<file path="src/pkg/upr_map.vh">
/*
 Register offsets, field positions, reset values and mode codes for the UART
 protocol parameter register block.
 Assumes a 32-bit Avalon-MM slave with byte addresses and one word per register.
*/
// Summary of operation
// - Baud divisor high byte is a read/write register.
// - Baud divisor low byte is a companion register.
// - Receive read returns oldest unread FIFO byte.
// - Transmit write appends byte to FIFO tail.
// - DMX: first parameter counts bytes before break.
// - DALI device: first parameter is idle delay.
// - DALI gear: first parameter is back frame delay.
// - LIN: first parameter low six bits are identifier.
// - Address mode: first parameter sent with ninth bit set.
// - DMX: second/third parameter bound receive slots.
// - DALI: second parameter is forward frame threshold.
// - LIN slave: second parameter is transmit byte count.
// - LIN slave: third parameter is receive byte count.
// - Address match when masked exclusive-or is zero.
// - LIN transmit sum includes identifier only with seed option.
// - Other modes: transmit sum all bytes when option set.
// - Receive sum follows same identifier inclusion rule.
`ifndef UPR_MAP_VH
`define UPR_MAP_VH

// Byte addresses of the registers
`define UPR_OFS_BAUD_LOW 8'h00
`define UPR_OFS_BAUD_HIGH 8'h04
`define UPR_OFS_RX_DATA 8'h08
`define UPR_OFS_TX_DATA 8'h0c
`define UPR_OFS_P1_HIGH 8'h10
`define UPR_OFS_P1_LOW 8'h14
`define UPR_OFS_P2_HIGH 8'h18
`define UPR_OFS_P2_LOW 8'h1c
`define UPR_OFS_P3_HIGH 8'h20
`define UPR_OFS_P3_LOW 8'h24
`define UPR_OFS_TX_SUM 8'h28
`define UPR_OFS_RX_SUM 8'h2c
`define UPR_OFS_CONTROL 8'h30

// Reset values
`define UPR_RST_BYTE 8'h00
`define UPR_RST_BIT 1'b0
`define UPR_RST_CONTROL 8'h00

// Control register fields
`define UPR_CTL_MODE_LSB 0
`define UPR_CTL_MODE_MSB 3
`define UPR_CTL_SEED_BIT 4
`define UPR_CTL_BAUD_HIGH_SPEED_SELECT_BIT 5
`define UPR_CTL_ON_BIT 7

// Protocol mode codes
`define UPR_MODE_ASYNC8 4'h0
`define UPR_MODE_ADDR 4'h4
`define UPR_MODE_DALI_GEAR 4'h8
`define UPR_MODE_DALI_DEV 4'h9
`define UPR_MODE_DMX 4'ha
`define UPR_MODE_LIN_SLAVE 4'hb
`define UPR_MODE_LIN_MASTER 4'hc

// Divisor ceilings in the DALI group
`define UPR_BRG_MAX_FAST 16'h7ffe
`define UPR_BRG_MAX_SLOW 16'h1ffe

`endif

</file>
<file path="src/verilog/upr_csum.v">
/*
 Eight-bit wrapping checksum accumulator with software load.
 Assumes add and load are single-cycle strobes in the block clock domain.
*/
`timescale 1ns/1ns
module upr_csum (
   // Clock and reset
   input wire clk_i,
   input wire rst_n_i,
   // Software load
   input wire load_i,
   input wire [7:0] load_val_i,
   // Byte to accumulate
   input wire add_i,
   input wire [7:0] add_val_i,
   // Result
   output wire [7:0] sum_o
);
   reg [7:0] sum_q;
   reg [7:0] sum_d;
   reg [7:0] base;

   // A byte in the same cycle as a load is added to the loaded value, not lost
   always @* begin
      base = load_i ? load_val_i : sum_q;
      sum_d = add_i ? base + add_val_i : base;
   end

   always @(posedge clk_i or negedge rst_n_i) begin
      if (!rst_n_i) begin
         sum_q <= 8'h00;
      end else begin
         sum_q <= sum_d;
      end
   end

   assign sum_o = sum_q;
endmodule // upr_csum

</file>
<file path="src/verilog/upr_pdec.v">
/*
 Mode-dependent meaning of the three 9-bit protocol parameters.
 Assumes parameters and mode are stable register outputs; purely combinational.
*/
`timescale 1ns/1ns
`include "upr_map.vh"
module upr_pdec (
   // Mode and parameters
   input wire [3:0] mode_i,
   input wire [8:0] p1_i,
   input wire [8:0] p2_i,
   input wire [8:0] p3_i,
   input wire [7:0] rx_addr_i,
   // Decoded views, zero where the mode gives no meaning
   output wire lin_mode_o,
   output wire [8:0] dmx_count_o,
   output wire [8:0] dmx_first_o,
   output wire [8:0] dmx_last_o,
   output wire [8:0] dali_delay_o,
   output wire [8:0] dali_thresh_o,
   output wire [5:0] lin_pid_o,
   output wire [7:0] lin_tx_count_o,
   output wire [7:0] lin_rx_count_o,
   output wire [8:0] addr_tx_o,
   output wire addr_match_o
);
   function is_dali;
      input [3:0] m;
      is_dali = (m == `UPR_MODE_DALI_GEAR) || (m == `UPR_MODE_DALI_DEV);
   endfunction

   function is_lin;
      input [3:0] m;
      is_lin = (m == `UPR_MODE_LIN_SLAVE) || (m == `UPR_MODE_LIN_MASTER);
   endfunction

   wire dmx = (mode_i == `UPR_MODE_DMX);
   wire addr = (mode_i == `UPR_MODE_ADDR);
   wire lin_s = (mode_i == `UPR_MODE_LIN_SLAVE);

   assign lin_mode_o = is_lin(mode_i);
   // Gating keeps meaningless bits away from the line logic
   assign dmx_count_o = dmx ? p1_i : 9'h000;
   assign dmx_first_o = dmx ? p2_i : 9'h000;
   assign dmx_last_o = dmx ? p3_i : 9'h000;
   // Device and gear both read the first parameter as a half-bit delay
   assign dali_delay_o = is_dali(mode_i) ? p1_i : 9'h000;
   assign dali_thresh_o = is_dali(mode_i) ? p2_i : 9'h000;
   assign lin_pid_o = is_lin(mode_i) ? p1_i[5:0] : 6'h00;
   assign lin_tx_count_o = lin_s ? p2_i[7:0] : 8'h00;
   assign lin_rx_count_o = lin_s ? p3_i[7:0] : 8'h00;
   assign addr_tx_o = addr ? {1'b1, p1_i[7:0]} : 9'h000;
   assign addr_match_o = addr && (((rx_addr_i ^ p2_i[7:0]) & p3_i[7:0]) == 8'h00);
endmodule // upr_pdec

</file>
<file path="src/verilog/upr_top.v">
/*
 UART protocol parameter registers: baud divisor, receive and transmit data
 ports, three protocol parameters, transmit and receive checksums and a control
 register, reached over an Avalon-MM slave with waitrequest.
 Assumes the FIFOs, shift registers and line logic sit outside and signal byte
 events as single-cycle strobes on CLOCK_I.
*/
`timescale 1ns/1ns
`include "upr_map.vh"
module upr_top (
   // Clock and reset
   input wire CLOCK_I,
   input wire RSTN_I,
   // Avalon-MM slave
   input wire [7:0] AVS_ADDRESS_I,
   input wire AVS_READ_I,
   input wire AVS_WRITE_I,
   input wire [31:0] AVS_WRITEDATA_I,
   input wire [3:0] AVS_BYTEENABLE_I,
   output wire [31:0] AVS_READDATA_O,
   output wire AVS_WAITREQUEST_O,
   // Receive FIFO head
   input wire [7:0] RX_HEAD_I,
   input wire RX_EMPTY_I,
   output wire RX_POP_O,
   // Transmit FIFO tail
   input wire TX_FULL_I,
   output wire TX_PUSH_O,
   output wire [7:0] TX_DATA_O,
   // Bytes moving on the line
   input wire TX_SHIFT_I,
   input wire [7:0] TX_SHIFT_BYTE_I,
   input wire TX_SHIFT_ID_I,
   input wire RX_DONE_I,
   input wire [7:0] RX_DONE_BYTE_I,
   input wire RX_DONE_ID_I,
   input wire [7:0] RX_ADDR_I,
   // Controls toward the UART core
   output wire UART_ON_O,
   output wire [3:0] MODE_O,
   output wire BAUD_HIGH_SPEED_SELECT_O,
   output wire CHECKSUM_SEED_OPTION_O,
   output wire [15:0] BAUD_DIVISOR_O,
   output wire BAUD_LIMIT_ERR_O,
   // Decoded protocol parameters
   output wire [8:0] DMX_COUNT_O,
   output wire [8:0] DMX_FIRST_O,
   output wire [8:0] DMX_LAST_O,
   output wire [8:0] DALI_DELAY_O,
   output wire [8:0] DALI_THRESH_O,
   output wire [5:0] LIN_PID_O,
   output wire [7:0] LIN_TX_COUNT_O,
   output wire [7:0] LIN_RX_COUNT_O,
   output wire [8:0] ADDR_TX_O,
   output wire ADDR_MATCH_O,
   // Checksums
   output wire [7:0] TX_SUM_O,
   output wire [7:0] RX_SUM_O
);

   // ------------------------------------------------------------------
   // Reset release
   // ------------------------------------------------------------------
   reg rst_meta_q;
   reg rst_sync_q;
   wire rst_n = rst_sync_q;

   always @(posedge CLOCK_I or negedge RSTN_I) begin
      if (!RSTN_I) begin
         rst_meta_q <= 1'b0;
         rst_sync_q <= 1'b0;
      end else begin
         rst_meta_q <= 1'b1;
         rst_sync_q <= rst_meta_q;
      end
   end

   // ------------------------------------------------------------------
   // Register storage
   // ------------------------------------------------------------------
   reg [7:0] baud_low_q;
   reg [7:0] baud_high_q;
   reg [7:0] tx_byte_q;
   reg [8:0] first_param_q;
   reg [8:0] second_param_q;
   reg [8:0] third_param_q;
   reg [7:0] control_q;
   reg tx_push_q;
   reg ack_q;
   reg [31:0] rdata_q;

   // ------------------------------------------------------------------
   // Bus handshake
   // ------------------------------------------------------------------
   // One wait state per access: the first cycle of a request latches the
   // read data, the second completes it. This keeps read data registered.
   wire req = AVS_READ_I | AVS_WRITE_I;
   wire done = req & ack_q;
   wire wr_done = AVS_WRITE_I & ack_q & AVS_BYTEENABLE_I[0];
   wire rd_done = AVS_READ_I & ack_q;

   assign AVS_WAITREQUEST_O = req & ~ack_q;
   assign AVS_READDATA_O = rdata_q;

   always @(posedge CLOCK_I or negedge rst_n) begin
      if (!rst_n) begin
         ack_q <= 1'b0;
      end else begin
         ack_q <= req & ~ack_q;
      end
   end

   function hit;
      input [7:0] a;
      input [7:0] ofs;
      hit = (a == ofs);
   endfunction

   wire wr_baud_low = wr_done & hit(AVS_ADDRESS_I, `UPR_OFS_BAUD_LOW);
   wire wr_baud_high = wr_done & hit(AVS_ADDRESS_I, `UPR_OFS_BAUD_HIGH);
   wire wr_tx = wr_done & hit(AVS_ADDRESS_I, `UPR_OFS_TX_DATA);
   wire wr_p1h = wr_done & hit(AVS_ADDRESS_I, `UPR_OFS_P1_HIGH);
   wire wr_p1l = wr_done & hit(AVS_ADDRESS_I, `UPR_OFS_P1_LOW);
   wire wr_p2h = wr_done & hit(AVS_ADDRESS_I, `UPR_OFS_P2_HIGH);
   wire wr_p2l = wr_done & hit(AVS_ADDRESS_I, `UPR_OFS_P2_LOW);
   wire wr_p3h = wr_done & hit(AVS_ADDRESS_I, `UPR_OFS_P3_HIGH);
   wire wr_p3l = wr_done & hit(AVS_ADDRESS_I, `UPR_OFS_P3_LOW);
   wire wr_tx_sum = wr_done & hit(AVS_ADDRESS_I, `UPR_OFS_TX_SUM);
   wire wr_rx_sum = wr_done & hit(AVS_ADDRESS_I, `UPR_OFS_RX_SUM);
   wire wr_ctl = wr_done & hit(AVS_ADDRESS_I, `UPR_OFS_CONTROL);
   wire rd_rx = rd_done & hit(AVS_ADDRESS_I, `UPR_OFS_RX_DATA);

   // ------------------------------------------------------------------
   // Writable registers
   // ------------------------------------------------------------------
   // Divisor writes are accepted even while on; software keeps it off
   // while changing them, otherwise the core may see a torn divisor.
   always @(posedge CLOCK_I or negedge rst_n) begin
      if (!rst_n) begin
         baud_low_q <= `UPR_RST_BYTE;
         baud_high_q <= `UPR_RST_BYTE;
         control_q <= `UPR_RST_CONTROL;
      end else begin
         if (wr_baud_low) begin
            baud_low_q <= AVS_WRITEDATA_I[7:0];
         end
         if (wr_baud_high) begin
            baud_high_q <= AVS_WRITEDATA_I[7:0];
         end
         if (wr_ctl) begin
            control_q <= AVS_WRITEDATA_I[7:0];
         end
      end
   end

   // Parameters are stored whole whatever the mode
   always @(posedge CLOCK_I or negedge rst_n) begin
      if (!rst_n) begin
         first_param_q <= {`UPR_RST_BIT, `UPR_RST_BYTE};
         second_param_q <= {`UPR_RST_BIT, `UPR_RST_BYTE};
         third_param_q <= {`UPR_RST_BIT, `UPR_RST_BYTE};
      end else begin
         if (wr_p1h) begin
            first_param_q[8] <= AVS_WRITEDATA_I[0];
         end
         if (wr_p1l) begin
            first_param_q[7:0] <= AVS_WRITEDATA_I[7:0];
         end
         if (wr_p2h) begin
            second_param_q[8] <= AVS_WRITEDATA_I[0];
         end
         if (wr_p2l) begin
            second_param_q[7:0] <= AVS_WRITEDATA_I[7:0];
         end
         if (wr_p3h) begin
            third_param_q[8] <= AVS_WRITEDATA_I[0];
         end
         if (wr_p3l) begin
            third_param_q[7:0] <= AVS_WRITEDATA_I[7:0];
         end
      end
   end

   // ------------------------------------------------------------------
   // Transmit and receive data ports
   // ------------------------------------------------------------------
   // A write while the FIFO is full is dropped; the byte still reads back.
   always @(posedge CLOCK_I or negedge rst_n) begin
      if (!rst_n) begin
         tx_byte_q <= `UPR_RST_BYTE;
         tx_push_q <= 1'b0;
      end else begin
         if (wr_tx) begin
            tx_byte_q <= AVS_WRITEDATA_I[7:0];
         end
         tx_push_q <= wr_tx & ~TX_FULL_I;
      end
   end

   assign TX_PUSH_O = tx_push_q;
   assign TX_DATA_O = tx_byte_q;
   // The head byte was latched at the first edge; pop at completion
   assign RX_POP_O = rd_rx & ~RX_EMPTY_I;

   // ------------------------------------------------------------------
   // Checksums
   // ------------------------------------------------------------------
   wire lin_mode;
   wire seed = control_q[`UPR_CTL_SEED_BIT];
   wire [7:0] tx_sum;
   wire [7:0] rx_sum;
   // LIN: identifier only with the seed option; elsewhere all bytes or none
   wire tx_add = TX_SHIFT_I & (lin_mode ? (seed | ~TX_SHIFT_ID_I) : seed);
   wire rx_add = RX_DONE_I & (lin_mode ? (seed | ~RX_DONE_ID_I) : seed);

   upr_csum u_tx_sum (
      .clk_i(CLOCK_I),
      .rst_n_i(rst_n),
      .load_i(wr_tx_sum),
      .load_val_i(AVS_WRITEDATA_I[7:0]),
      .add_i(tx_add),
      .add_val_i(TX_SHIFT_BYTE_I),
      .sum_o(tx_sum)
   );

   upr_csum u_rx_sum (
      .clk_i(CLOCK_I),
      .rst_n_i(rst_n),
      .load_i(wr_rx_sum),
      .load_val_i(AVS_WRITEDATA_I[7:0]),
      .add_i(rx_add),
      .add_val_i(RX_DONE_BYTE_I),
      .sum_o(rx_sum)
   );

   assign TX_SUM_O = tx_sum;
   assign RX_SUM_O = rx_sum;

   // ------------------------------------------------------------------
   // Read data
   // ------------------------------------------------------------------
   reg [7:0] rbyte;

   always @* begin
      rbyte = 8'h00;
      case (AVS_ADDRESS_I)
         `UPR_OFS_BAUD_LOW: begin
            rbyte = baud_low_q;
         end
         `UPR_OFS_BAUD_HIGH: begin
            rbyte = baud_high_q;
         end
         `UPR_OFS_RX_DATA: begin
            rbyte = RX_HEAD_I;
         end
         `UPR_OFS_TX_DATA: begin
            rbyte = tx_byte_q;
         end
         `UPR_OFS_P1_HIGH: begin
            rbyte = {7'h00, first_param_q[8]};
         end
         `UPR_OFS_P1_LOW: begin
            rbyte = first_param_q[7:0];
         end
         `UPR_OFS_P2_HIGH: begin
            rbyte = {7'h00, second_param_q[8]};
         end
         `UPR_OFS_P2_LOW: begin
            rbyte = second_param_q[7:0];
         end
         `UPR_OFS_P3_HIGH: begin
            rbyte = {7'h00, third_param_q[8]};
         end
         `UPR_OFS_P3_LOW: begin
            rbyte = third_param_q[7:0];
         end
         `UPR_OFS_TX_SUM: begin
            rbyte = tx_sum;
         end
         `UPR_OFS_RX_SUM: begin
            rbyte = rx_sum;
         end
         `UPR_OFS_CONTROL: begin
            rbyte = control_q;
         end
         default: begin
            rbyte = 8'h00;
         end
      endcase
   end

   always @(posedge CLOCK_I or negedge rst_n) begin
      if (!rst_n) begin
         rdata_q <= 32'h00000000;
      end else if (AVS_READ_I & ~ack_q) begin
         rdata_q <= {24'h000000, rbyte};
      end
   end

   // ------------------------------------------------------------------
   // Controls and parameter decode
   // ------------------------------------------------------------------
   wire [3:0] mode = control_q[`UPR_CTL_MODE_MSB:`UPR_CTL_MODE_LSB];
   wire baud_high_speed_select = control_q[`UPR_CTL_BAUD_HIGH_SPEED_SELECT_BIT];
   wire [15:0] divisor = {baud_high_q, baud_low_q};
   wire [3:0] gear_code = `UPR_MODE_DALI_GEAR;
   wire dali_group = (mode[3:1] == gear_code[3:1]);

   assign UART_ON_O = control_q[`UPR_CTL_ON_BIT];
   assign MODE_O = mode;
   assign BAUD_HIGH_SPEED_SELECT_O = baud_high_speed_select;
   assign CHECKSUM_SEED_OPTION_O = seed;
   assign BAUD_DIVISOR_O = divisor;
   // Flags a divisor above the ceiling in the DALI group modes only; the core is free to ignore it
   assign BAUD_LIMIT_ERR_O = dali_group &
      (baud_high_speed_select ? (divisor > `UPR_BRG_MAX_FAST) : (divisor > `UPR_BRG_MAX_SLOW));

   upr_pdec u_pdec (
      .mode_i(mode),
      .p1_i(first_param_q),
      .p2_i(second_param_q),
      .p3_i(third_param_q),
      .rx_addr_i(RX_ADDR_I),
      .lin_mode_o(lin_mode),
      .dmx_count_o(DMX_COUNT_O),
      .dmx_first_o(DMX_FIRST_O),
      .dmx_last_o(DMX_LAST_O),
      .dali_delay_o(DALI_DELAY_O),
      .dali_thresh_o(DALI_THRESH_O),
      .lin_pid_o(LIN_PID_O),
      .lin_tx_count_o(LIN_TX_COUNT_O),
      .lin_rx_count_o(LIN_RX_COUNT_O),
      .addr_tx_o(ADDR_TX_O),
      .addr_match_o(ADDR_MATCH_O)
   );

endmodule // upr_top

</file>
<file path="config.mk">
export PLATFORM = sky130hd
export DESIGN_NAME = upr_top
export DESIGN_NICKNAME = d
export VERILOG_FILES = /design/src/verilog/upr_csum.v /design/src/verilog/upr_pdec.v /design/src/verilog/upr_top.v
export VERILOG_INCLUDE_DIRS = /design/src /design/src/pkg
export SDC_FILE = /design/constraint.sdc
export NUM_CORES = 1
export LEC_CHECK = 0
export BUFFER_PORTS_ARGS = -buffer_cell sky130_fd_sc_hd__buf_2
export CORE_MARGIN = 1
export CORE_UTILIZATION = 49
export DETAILED_ROUTE_END_ITERATION = 7
export GPL_TIMING_DRIVEN = 0
export MAX_ROUTING_LAYER = met4
export PLACE_DENSITY = 0.81
export SYNTH_ARGS = -nofsm -noshare
export SYNTH_HDL_FRONTEND = slang
export SYNTH_SLANG_ARGS = --single-unit
</file>
<file path="constraint.sdc">
create_clock -name CLOCK_I -period 3.5 [get_ports CLOCK_I]
set_clock_uncertainty 0.1 [all_clocks]
set_input_delay 0.35 -clock CLOCK_I [delete_from_list [all_inputs] [get_ports CLOCK_I]]
set_output_delay 0.35 -clock CLOCK_I [all_outputs]
set_load 0.02 [all_outputs]
</file>
Yosys cells after proc, flatten, opt, wreduce, memory -nomap -nowiden
Index checks and enable logic that the tools add are counted.
{ "word_totals": {"input_bits": 86, "reg_bits": 87} }
{ "op_classes": {"reduce_logical": 5, "mux": 17, "eq_ne": 19, "addsub": 2, "bitwise_logic": 33, "n_lt_le_gt_ge": 2} }
{ "ops": {"columns": ["cell", "n"], "rows": [
  ["8-bit one-hot mux with 13 select lines", 1],
  ["9-bit 2-to-1 mux", 6],
  ["8-bit 2-to-1 mux", 6],
  ["8-bit by 6-bit == test with 1-bit output, second input constant", 5],
  ["8-bit by 5-bit == test with 1-bit output, second input constant", 4],
  ["1-bit bitwise AND", 23],
  ["4-bit == test, second input constant", 5],
  ["8-bit adder", 2],
  ["8-bit by 4-bit == test with 1-bit output, second input constant", 2],
  ["16-bit by 13-bit greater-than comparator with 1-bit output, second input constant", 1],
  ["16-bit by 15-bit greater-than comparator with 1-bit output, second input constant", 1],
  ["8-bit logical NOT", 2],
  ["8-bit bitwise AND", 1],
  ["8-bit by 3-bit == test with 1-bit output, second input constant", 1],
  ["8-bit XOR", 1],
  ["6-bit 2-to-1 mux", 1],
  ["1-bit inverter", 5],
  ["4-bit by 3-bit == test with 1-bit output, second input constant", 1],
  ["3-bit == test, second input constant", 1],
  ["1-bit 2-to-1 mux", 3],
  ["1-bit bitwise OR", 3],
  ["1-bit logical OR", 2],
  ["1-bit logical AND", 1]
]} }

Logic depth before layout (Yosys ltp)
Gate-level depths: netlist (run 1).
{ "logic_depth": {"word_depth": 6, "depth_mapped": 12, "depth_no_buf": 11} }

Hierarchy
Synthesis (run 1) repeated with hierarchy kept, for this count alone.
{ "hier_totals": {"cells_unflattened": 594, "hier_area_um2": 6107.1} }
{ "modules_own_cells": {"columns": ["module", "area_per_inst_um2", "seq_area_each_um2", "n_inst", "cells_per_inst"], "rows": [
  ["upr_top", 3940.0, 1776.7, 1, 337],
  ["upr_csum (u_tx_sum)", 737.0, 200.2, 1, 78],
  ["upr_csum (u_rx_sum)", 725.7, 200.2, 1, 77],
  ["upr_pdec", 704.4, 0.0, 1, 102]
]} }

Least setup slack after synthesis (run 1)
No wires, ideal clock.
{ "synth_path": {"path_kind": "input to register", "from": "input port AVS_ADDRESS_I[4]", "to": "register u_rx_sum.sum_q[6] (netlist: u_rx_sum.sum_o[6])", "path_buffers": 0, "arrival_ps": 2925, "setup_slack_ps": 351, "path_stages": 11, "required_time_ps": 3275, "cell_sequence": "nor4b_4 -> and2_4 -> nand2_4 -> mux2_4 -> ha_1 -> fa_1 -> a211oi_1 -> o21bai_1 -> a21oi_1 -> xnor2_1 -> mux2_2"} }
{ "synth_via": {"elab_chain_len": 5} }
{ "synth_rtl": {"columns": ["element", "line", "rtl"], "rows": [
  ["start: declaration", "upr_top.v:15", "input wire [7:0] AVS_ADDRESS_I,"],
  ["8-bit by 6-bit == test with 1-bit output (*)", "upr_top.v:116", "hit = (a == ofs);"],
  ["1-bit bitwise AND (*)", "upr_top.v:129", "wire wr_rx_sum = wr_done & hit(AVS_ADDRESS_I, `UPR_OFS_RX_SUM);"],
  ["8-bit 2-to-1 mux (*)", "upr_csum.v:25", "base = load_i ? load_val_i : sum_q;"],
  ["8-bit adder", "upr_csum.v:26", "sum_d = add_i ? base + add_val_i : base;"],
  ["8-bit 2-to-1 mux (*)", "upr_csum.v:26", null],
  ["via u_rx_sum.sum_d[6]", "upr_csum.v:20", "reg [7:0] sum_d;"],
  ["end signal: assignment", "upr_csum.v:33", "sum_q <= sum_d;"],
  ["end: declaration", "upr_csum.v:19", "reg [7:0] sum_q;"]
]} }
The timed path passes the listed nets; every way through them passes the cells marked *.
A chain may end at the register's enable or synchronous reset.

Final worst setup path (run 1)
{ "layout_path": {"from": "register ack_q", "to": "register u_rx_sum.sum_q[6] (netlist: u_rx_sum.sum_o[6])"} }
{ "layout_via": {"elab_chain_len": 6} }
{ "layout_rtl": {"columns": ["element", "line", "rtl"], "rows": [
  ["start: declaration", "upr_top.v:89", "reg ack_q;"],
  ["start signal: assignment", "upr_top.v:109", "ack_q <= req & ~ack_q;"],
  ["1-bit bitwise AND (*) (2 in a row)", "upr_top.v:99", "wire wr_done = AVS_WRITE_I & ack_q & AVS_BYTEENABLE_I[0];"],
  ["1-bit bitwise AND (*)", "upr_top.v:129", null],
  ["8-bit 2-to-1 mux (*)", "upr_csum.v:25", null],
  ["8-bit adder", "upr_csum.v:26", null],
  ["8-bit 2-to-1 mux (*)", "upr_csum.v:26", null],
  ["via u_rx_sum.sum_d[6]", "upr_csum.v:20", null]
]} }
Marks and branches as above.

==> metrics.md, run 1 <==
| Metric | Value |
|---|---|
| Antenna violations before repair | 0 |
| Post-synth EDFFs | 0 |
| Multi-input logic area | 3620 um2 |
| Cell family contributing the most delay on the critical path | simple AND/OR/NAND/NOR gates |
| Non-Filler Instances | 951 |
| Number of rows in the core area | 40 |
| Ratio of final minimum period to clock period | 93.2% |
| Compound-gate portion of the synthesized area | 11.6% |
| Vert. Die Dim | 113 um |
| Iteration-0 DRC count of the detailed router | 416 |
| Worst hold margin | 54.1 ps |
| Tightest slew margin relative to the limit | 35.9% |
| Number of top-level pins | 246 |
| Register area share after synthesis | 36.0% |
| Skew-Pair Late Insertion Delay | 340 ps |
| Clock Power Share | 39.0% |
| Highest attainable clock frequency | 307 MHz |
| Synth warn | 0 |
| Effective utilization at floorplan | 50.3% |
| Maximum VDD drop | 248 uV |
| Post-synth design cell area | 6040 um2 |
| Max Slew Vio Count | 0 |
| First-pass GRT wire length | 30.9 mm |
| Top_reg_cell synth | dfrtp_1 |
| # placed instances | 933 |
| Iteration count of the initial detailed-routing pass | 7 |
| Largest net degree at the start of global routing | 45 |
| Gate power share | 19.3% |
| Synthesized instance count | 570 |
| CTS HTree Levels | 3 |
| Area Overhead vs Synth | 26.7% |
| Sequential cell area in the final layout | 2180 um2 |
| Required @ worst endpoint | 3620 ps |
| Critical path cell sequence | and3_2 > and2_4 > nand2_4 > mux2_4 > ha_1 > fa_1 > a211oi_1 > o21bai_1 > a21oi_1 > xnor2_1 > mux2_2 |
| Die Span X | 113 um |
| FFs w/ async S/R, synth | 100% |
| Vias | 5539 |
| Count of buffers inserted at the top-level ports | 191 |
| Number of endpoints with negative hold slack in the final report | 0 |
| Worst setup path class | flip-flop to flip-flop |
| Run status | completed |
| Total of max-cap violations | 0 |
| Post-synthesis cell type count | 70 |
| Crit path time final | 3260 ps |
| Largest driver fanout on the critical path | 8 |
| Antenna viol nets, final | 0 |
| Switching fraction of total power | 28.3% |
| Vias in the first global route | 5196 |
| Fraction of final layout cells with drive strength greater than 1 | 44.7% |
| Wire length after detailed routing | 20.8 mm |
| Global routing usage summed across all routing layers | 33.7% |
| Synth Area in Simple Gates | 19.8% |
| Internal power component | 1.87 mW |
| CTS Sinks | 87 |
| Number of buffers and inverters on the critical path | 0 |
| Placer Congestion | 0.970 |
| Power density over the cells | 340 nW/um2 |
| Clk slew on worst S/H paths | 60 ps |
| Total placed instance area | 7310 um2 |
| Minimum setup slack in the final design | 239 ps |
| Estimated wirelength of the detail-placed design | 16.0 mm |
| Setup repair after global routing missed its margin | no |
| Detail-routed net length per standard cell | 21.9 um |
| Sequential share of power | 41.8% |
| Die footprint | 12800 um2 |
| Setup violations, final | 0 |
| Congestion Overflow GR | 0 |
| Critical Path Source Type | flip-flop |
| Dominant combinational cell family by area after synthesis | multiplexers |
| Net count reported at finish | 904 |
| Std-Cell Core Area | 12000 um2 |
| DRC violation count after routing | 0 |
| Largest incremental delay on the critical path | 440 ps |
| Final instance area | 7660 um2 |
| Worst setup timing slack at the placement stage | -194 ps |
| CTS tree | done |
| Clock tree root driver cell | clkbuf_16 |
| Synth Area per Inst | 10.6 um2 |
| Arrival time of the worst setup path | 3380 ps |
| Synthesized-area fraction occupied by adder cells | 3.97% |
| Static Leakage | 4.24 nW |
| Inserted Clock Buffers | 9 |
| Flops & latches, synth | 87 |
| Mux cell area share after synthesis | 20.3% |
| Crit end category | flip-flop |
| Transition time at the pin with the least slew margin | 959 ps |
| N_diodes | 0 |
| Fillers | 1005 |
| Clock buffer depth | 2 |
| Post-synthesis xor/xnor area fraction | 2.46% |
| Mean number of vias per cell | 5.82 |
| Worst min path class | input port to flip-flop |
| Library cell contributing the largest single delay on the critical path | fa_1 |
| NetSw | 0.737 mW |
-- state kept, by name (all words and copies together), names as in the netlist --
name / count
AVS_READDATA_O: 8
TX_DATA_O: 8
TX_PUSH_O: 1
ack_q: 1
baud_high_q: 8
baud_low_q: 8
control_q: 8
first_param_q: 9
rst_meta_q: 1
rst_n: 1
second_param_q: 9
third_param_q: 9
u_rx_sum.sum_o: 8
u_tx_sum.sum_o: 8
-- cell usage after synthesis, types with 7 or more instances --
library cell | instances | area (um2)
xnor2_1 | 7 | 61.3
mux2_2 | 82 | 923
xor2_1 | 10 | 87.6
mux2i_1 | 9 | 90.1
buf_4 | 31 | 233
a21oi_1 | 12 | 60.1
dfrtp_1 | 87 | 2180
a32oi_1 | 8 | 70.1
a22o_1 | 10 | 87.6
nor3_1 | 8 | 40.0
o21ai_0 | 18 | 90.1
and3_1 | 8 | 50.1
and2_1 | 78 | 488
nand2_1 | 22 | 82.6
clkbuf_1 | 12 | 45.0
nor2_1 | 19 | 71.3
a211oi_1 | 9 | 67.6
ha_1 | 16 | 200
-- layer usage --
layer | track usage (%) | routed length, um
met1 | 43.6 | 8910
met2 | 54.3 | 10000
met3 | 5.36 | 1370
met4 | 10.7 | 486
met5 | - | 0
-- through the flow --
step                      power [mW]  TNS (ps)  util, %
after floorplan                 1.42         0        -
after global placement          1.58     -2620     60.5
after detailed placement        1.60      -407     60.8
after CTS                       2.61         0     63.5
after global routing            2.70         0     63.8
final                           2.61         0     63.8
-- power by group through the flow --
stage          combinational (mW)  clock (mW)  sequential, mW
5_1_grt                     0.538        1.07            1.09
3_3_place_gp                0.464           0            1.11
6_report                    0.502        1.02            1.09
4_1_cts                     0.493        1.03            1.09
3_5_place_dp                0.490           0            1.11
2_1_floorplan               0.288           0            1.13
-- cells in the final DEF, fill, tap and decap left out, types with 6 or more instances in the layout --
cell type  count
a211oi_1       9
a21o_1         6
a21oi_1       12
a22o_1        10
a22oi_1        6
a32oi_1        8
and2_1        78
and3_1         7
buf_1          6
buf_2        195
buf_4         35
clkbuf_1      12
clkbuf_16      9
conb_1        25
dfrtp_1       86
ha_1          16
mux2_2        82
mux2_4         6
mux2i_1        9
nand2_1       22
nand3_1        6
nand4_1        6
nor2_1        19
nor3_1         8
o21ai_0       18
xnor2_1        7
xor2_1        10
-- cells by family after synthesis --
kind of cell	count (synthesis)
other cells	2
mux	105
fa+ha+maj	18
simple gates	190
flops	87
buf+inv	56
xor+xnor	17
compound gates	95
-- final cells by class --
cell class,count,share of cell area (%)
Tap cell,147,2.40
Inverter,1,0.0490
Multi-Input combinational cell,450,47.3
Sequential cell,87,28.5
Buffer,54,4.43
Timing Repair Buffer,197,13.3
Clock buffer,10,2.99
Clock inverter,5,1.08
-- worst paths after layout --
kind	start	endpoint	slack, ps	cells after the start
worst max register to register	ack_q	u_rx_sum.sum_o[6]	240	11
max in group asynchronous	rst_n	AVS_READDATA_O[4]	2440	1
worst min-delay path	TX_FULL_I	TX_PUSH_O	50	2
worst min register to register	rst_n	u_tx_sum.sum_o[2]	230	0
worst max-delay path	ack_q	u_rx_sum.sum_o[6]	240	11
min in group asynchronous	RSTN_I	rst_n	230	2
-- repair_timing --
action,in CTS,in global routing
hold endpoints to repair,2,0
endpoints found under the setup margin,0,5
resized for setup,0,2
setup buffers,0,3
hold buffers,1,0
Note: power is estimated with default switching activity, not from simulation.
==> run 2: changes to the inputs <==
--- a/config.mk
+++ b/config.mk
@@ -12,7 +12,7 @@
 export DETAILED_ROUTE_END_ITERATION = 7
 export GPL_TIMING_DRIVEN = 0
 export MAX_ROUTING_LAYER = met4
-export PLACE_DENSITY = 0.81
+export PLACE_DENSITY_LB_ADDON = 0.05
 export SYNTH_ARGS = -nofsm -noshare
 export SYNTH_HDL_FRONTEND = slang
 export SYNTH_SLANG_ARGS = --single-unit
==> metrics.md, run 2 (synthesis results as in run 1) <==
| Metric | Value |
|---|---|
| Placer Congestion | 0.943 (was 0.970) |
| Tightest slew margin relative to the limit | 11.6% (was 35.9%) |
| Skew-Pair Late Insertion Delay | 350 ps (was 340 ps) |
| Vias in the first global route | 5176 (was 5196) |
| Required @ worst endpoint | 3640 ps (was 3620 ps) |
| Crit path time final | 3310 ps (was 3260 ps) |
| Transition time at the pin with the least slew margin | 1310 ps (was 959 ps) |
| Largest incremental delay on the critical path | 580 ps (was 440 ps) |
| Clk slew on worst S/H paths | 70 ps (was 60 ps) |
| Antenna viol nets, final | 0 (unchanged) |
| Mean number of vias per cell | 5.78 (was 5.82) |
| Fillers | 1011 (was 1005) |
| Worst min path class | input port to flip-flop (unchanged) |
| Number of cells traversed by the worst hold path | 2 (unchanged) |
| Congestion Overflow GR | 0 (unchanged) |
| First-pass GRT wire length | 30.5 mm (was 30.9 mm) |
| CTS HTree Levels | 3 (unchanged) |
| Number of endpoints with negative hold slack in the final report | 0 (unchanged) |
| Max Slew Vio Count | 0 (unchanged) |
| Std-Cell Core Area | 12000 um2 (unchanged) |
| Crit end category | flip-flop (unchanged) |
| Minimum setup slack in the final design | 187 ps (was 239 ps) |
| Worst hold margin | 41.1 ps (was 54.1 ps) |
| Area Overhead vs Synth | 26.7% (unchanged) |
| Iteration-0 DRC count of the detailed router | 275 (was 416) |
| CTS Sinks | 87 (unchanged) |
| Die footprint | 12800 um2 (unchanged) |
| Number of top-level pins | 246 (unchanged) |
| Static Leakage | 4.25 nW (was 4.24 nW) |
| Worst setup path class | input port to flip-flop (was flip-flop to flip-flop) |
| Global routing usage summed across all routing layers | 33.4% (was 33.7%) |
| Leading cell type in the layout, fill and taps excluded | buf_2 (unchanged) |
| Ratio of final minimum period to clock period | 94.7% (was 93.2%) |
| Wire length after detailed routing | 20.4 mm (was 20.8 mm) |
| Multi-input logic area | 3610 um2 (was 3620 um2) |
| Iteration count of the initial detailed-routing pass | 7 (unchanged) |
| Clock buffer depth | 2 (unchanged) |
| Setup repair after global routing missed its margin | no (unchanged) |
| Launch point of the worst hold path | TX_FULL_I (unchanged) |
| Power density over the cells | 344 nW/um2 (was 340 nW/um2) |
| Highest attainable clock frequency | 302 MHz (was 307 MHz) |
| Setup violations, final | 0 (unchanged) |
| Clock tree root driver cell | clkbuf_16 (unchanged) |
| Largest registers | first_param_q x9, second_param_q x9, third_param_q x9 (unchanged) |
| Maximum VDD drop | 260 uV (was 248 uV) |
| Largest driver fanout on the critical path | 8 (unchanged) |
| Vert. Die Dim | 113 um (unchanged) |
| Estimated wirelength of the detail-placed design | 15.5 mm (was 16.0 mm) |
| Detail-routed net length per standard cell | 21.4 um (was 21.9 um) |
| Fraction of final layout cells with drive strength greater than 1 | 44.8% (was 44.7%) |
| Critical Path Source Type | input port (was flip-flop) |
| Total placed instance area | 7290 um2 (was 7310 um2) |
| Hold Path End | TX_PUSH_O (unchanged) |
| N_diodes | 0 (unchanged) |
| Sum of internal, switching and leakage power | 2.64 mW (was 2.61 mW) |
| Inserted Clock Buffers | 9 (unchanged) |
| Die Span X | 113 um (unchanged) |
| Library cell contributing the largest single delay on the critical path | nor4b_2 (was fa_1) |
| Capturing point of the worst reg2reg path | u_rx_sum.sum_o[6] (unchanged) |
| Commonest cells after routing, fill and taps aside | buf_2, dfrtp_1, mux2_2 (unchanged) |
| Antenna violations before repair | 0 (unchanged) |
| Net count reported at finish | 905 (was 904) |
| RR Startpoint | ack_q (unchanged) |
| Count of buffers inserted at the top-level ports | 191 (unchanged) |
| Worst-case reg-to-reg path depth | 11 (unchanged) |
| Worst setup timing slack at the placement stage | -257 ps (was -194 ps) |
| Register-to-Register Setup Slack | 240 ps (about the same) |
| Vias | 5505 (was 5539) |
| Critical path cell sequence | buf_2 > nor4b_2 > nand3_2 > mux2_2 > ha_1 > fa_1 > a211oi_1 > o21bai_1 > a21oi_1 > xnor2_1 > mux2_2 (was and3_2 > and2_4 > nand2_4 > mux2_4 > ha_1 > fa_1 > a211oi_1 > o21bai_1 > a21oi_1 > xnor2_1 > mux2_2) |
| Final instance area | 7660 um2 (unchanged) |
| Effective utilization at floorplan | 50.3% (unchanged) |
| Largest net degree at the start of global routing | 46 (was 45) |
| Total of max-cap violations | 0 (unchanged) |
| Arrival time of the worst setup path | 3450 ps (was 3380 ps) |
| Number of rows in the core area | 40 (unchanged) |
| Cell family contributing the most delay on the critical path | simple AND/OR/NAND/NOR gates (unchanged) |
| DRC violation count after routing | 0 (unchanged) |
| Run status | completed (unchanged) |
| Number of buffers and inverters on the critical path | 1 (was 0) |
| CTS tree | done (unchanged) |
| CP most frequent cell | mux2_2 |
| Sequential cell area in the final layout | 2180 um2 (unchanged) |
-- run 2: timing repair --
item                                    in CTS  in global routing
buffers inserted                             0                  4
gates resized for setup                      0                  1
pin swaps                                    0                  1
endpoints found under the setup margin       2                  2
endpoints found under the hold margin        2                  0
hold buffers                                 1                  0
-- run 2: how the worst max path moves through the flow --
stage | startpoint | end | slack (ps) | cells after the start
after floorplan | AVS_ADDRESS_I[4] | u_rx_sum.sum_o[6] | 350 | 11
after detailed placement | AVS_ADDRESS_I[7] | u_rx_sum.sum_o[6] | -260 | 12
final | AVS_ADDRESS_I[2] | u_tx_sum.sum_o[6] | 190 | 11
after global routing | ack_q | u_rx_sum.sum_o[6] | 10 | 11
after global placement | AVS_ADDRESS_I[7] | u_rx_sum.sum_o[6] | -230 | 12
after CTS | AVS_ADDRESS_I[7] | u_rx_sum.sum_o[6] | 100 | 12
-- run 2: where the power goes --
part           total, mW  switching (mW)  internal, mW
sequential          1.09          0.0491          1.04
clock               1.05           0.421         0.628
combinational      0.498           0.293         0.205
total               2.64           0.764          1.87
-- run 2: layout make-up --
type                       count  area share (%)
sequential                    87            28.5
timing repair buffer         198            13.3
tap                          147            2.40
buffer                        54            4.43
clock buffer                   9            2.94
clock inverter                 7            1.26
inverter                       1          0.0490
multi-input combinational    450            47.1
-- run 2: through the flow --
stage          util [%]  setup TNS (ps)  std cells
2_1_floorplan         -               0        593
3_3_place_gp       60.5          -10360        931
3_5_place_dp       60.7            -504        932
4_1_cts            63.5               0        948
5_1_grt            63.8               0        953
6_report           63.8               0        953
-- run 2: layer usage --
layer  track usage (%)  vias to the layer above  routed length, um
met1              42.0                     2701               8700
met4              11.4                        0                482
met3              5.84                       32               1250
li1                  -                     2514                  -
met5                 -                        -                  0
met2              54.5                      258               9970
-- run 2: worst register-to-register path: stages, from the launching register on --
cell and delay [ps]:
dfrtp_1 390, and3_2 340, and2_4 220, nand2_4 110, mux2_4 340, ha_1 230
fa_1 430, a211oi_1 330, o21bai_1 130, a21oi_1 180, xnor2_1 90, mux2_2 260
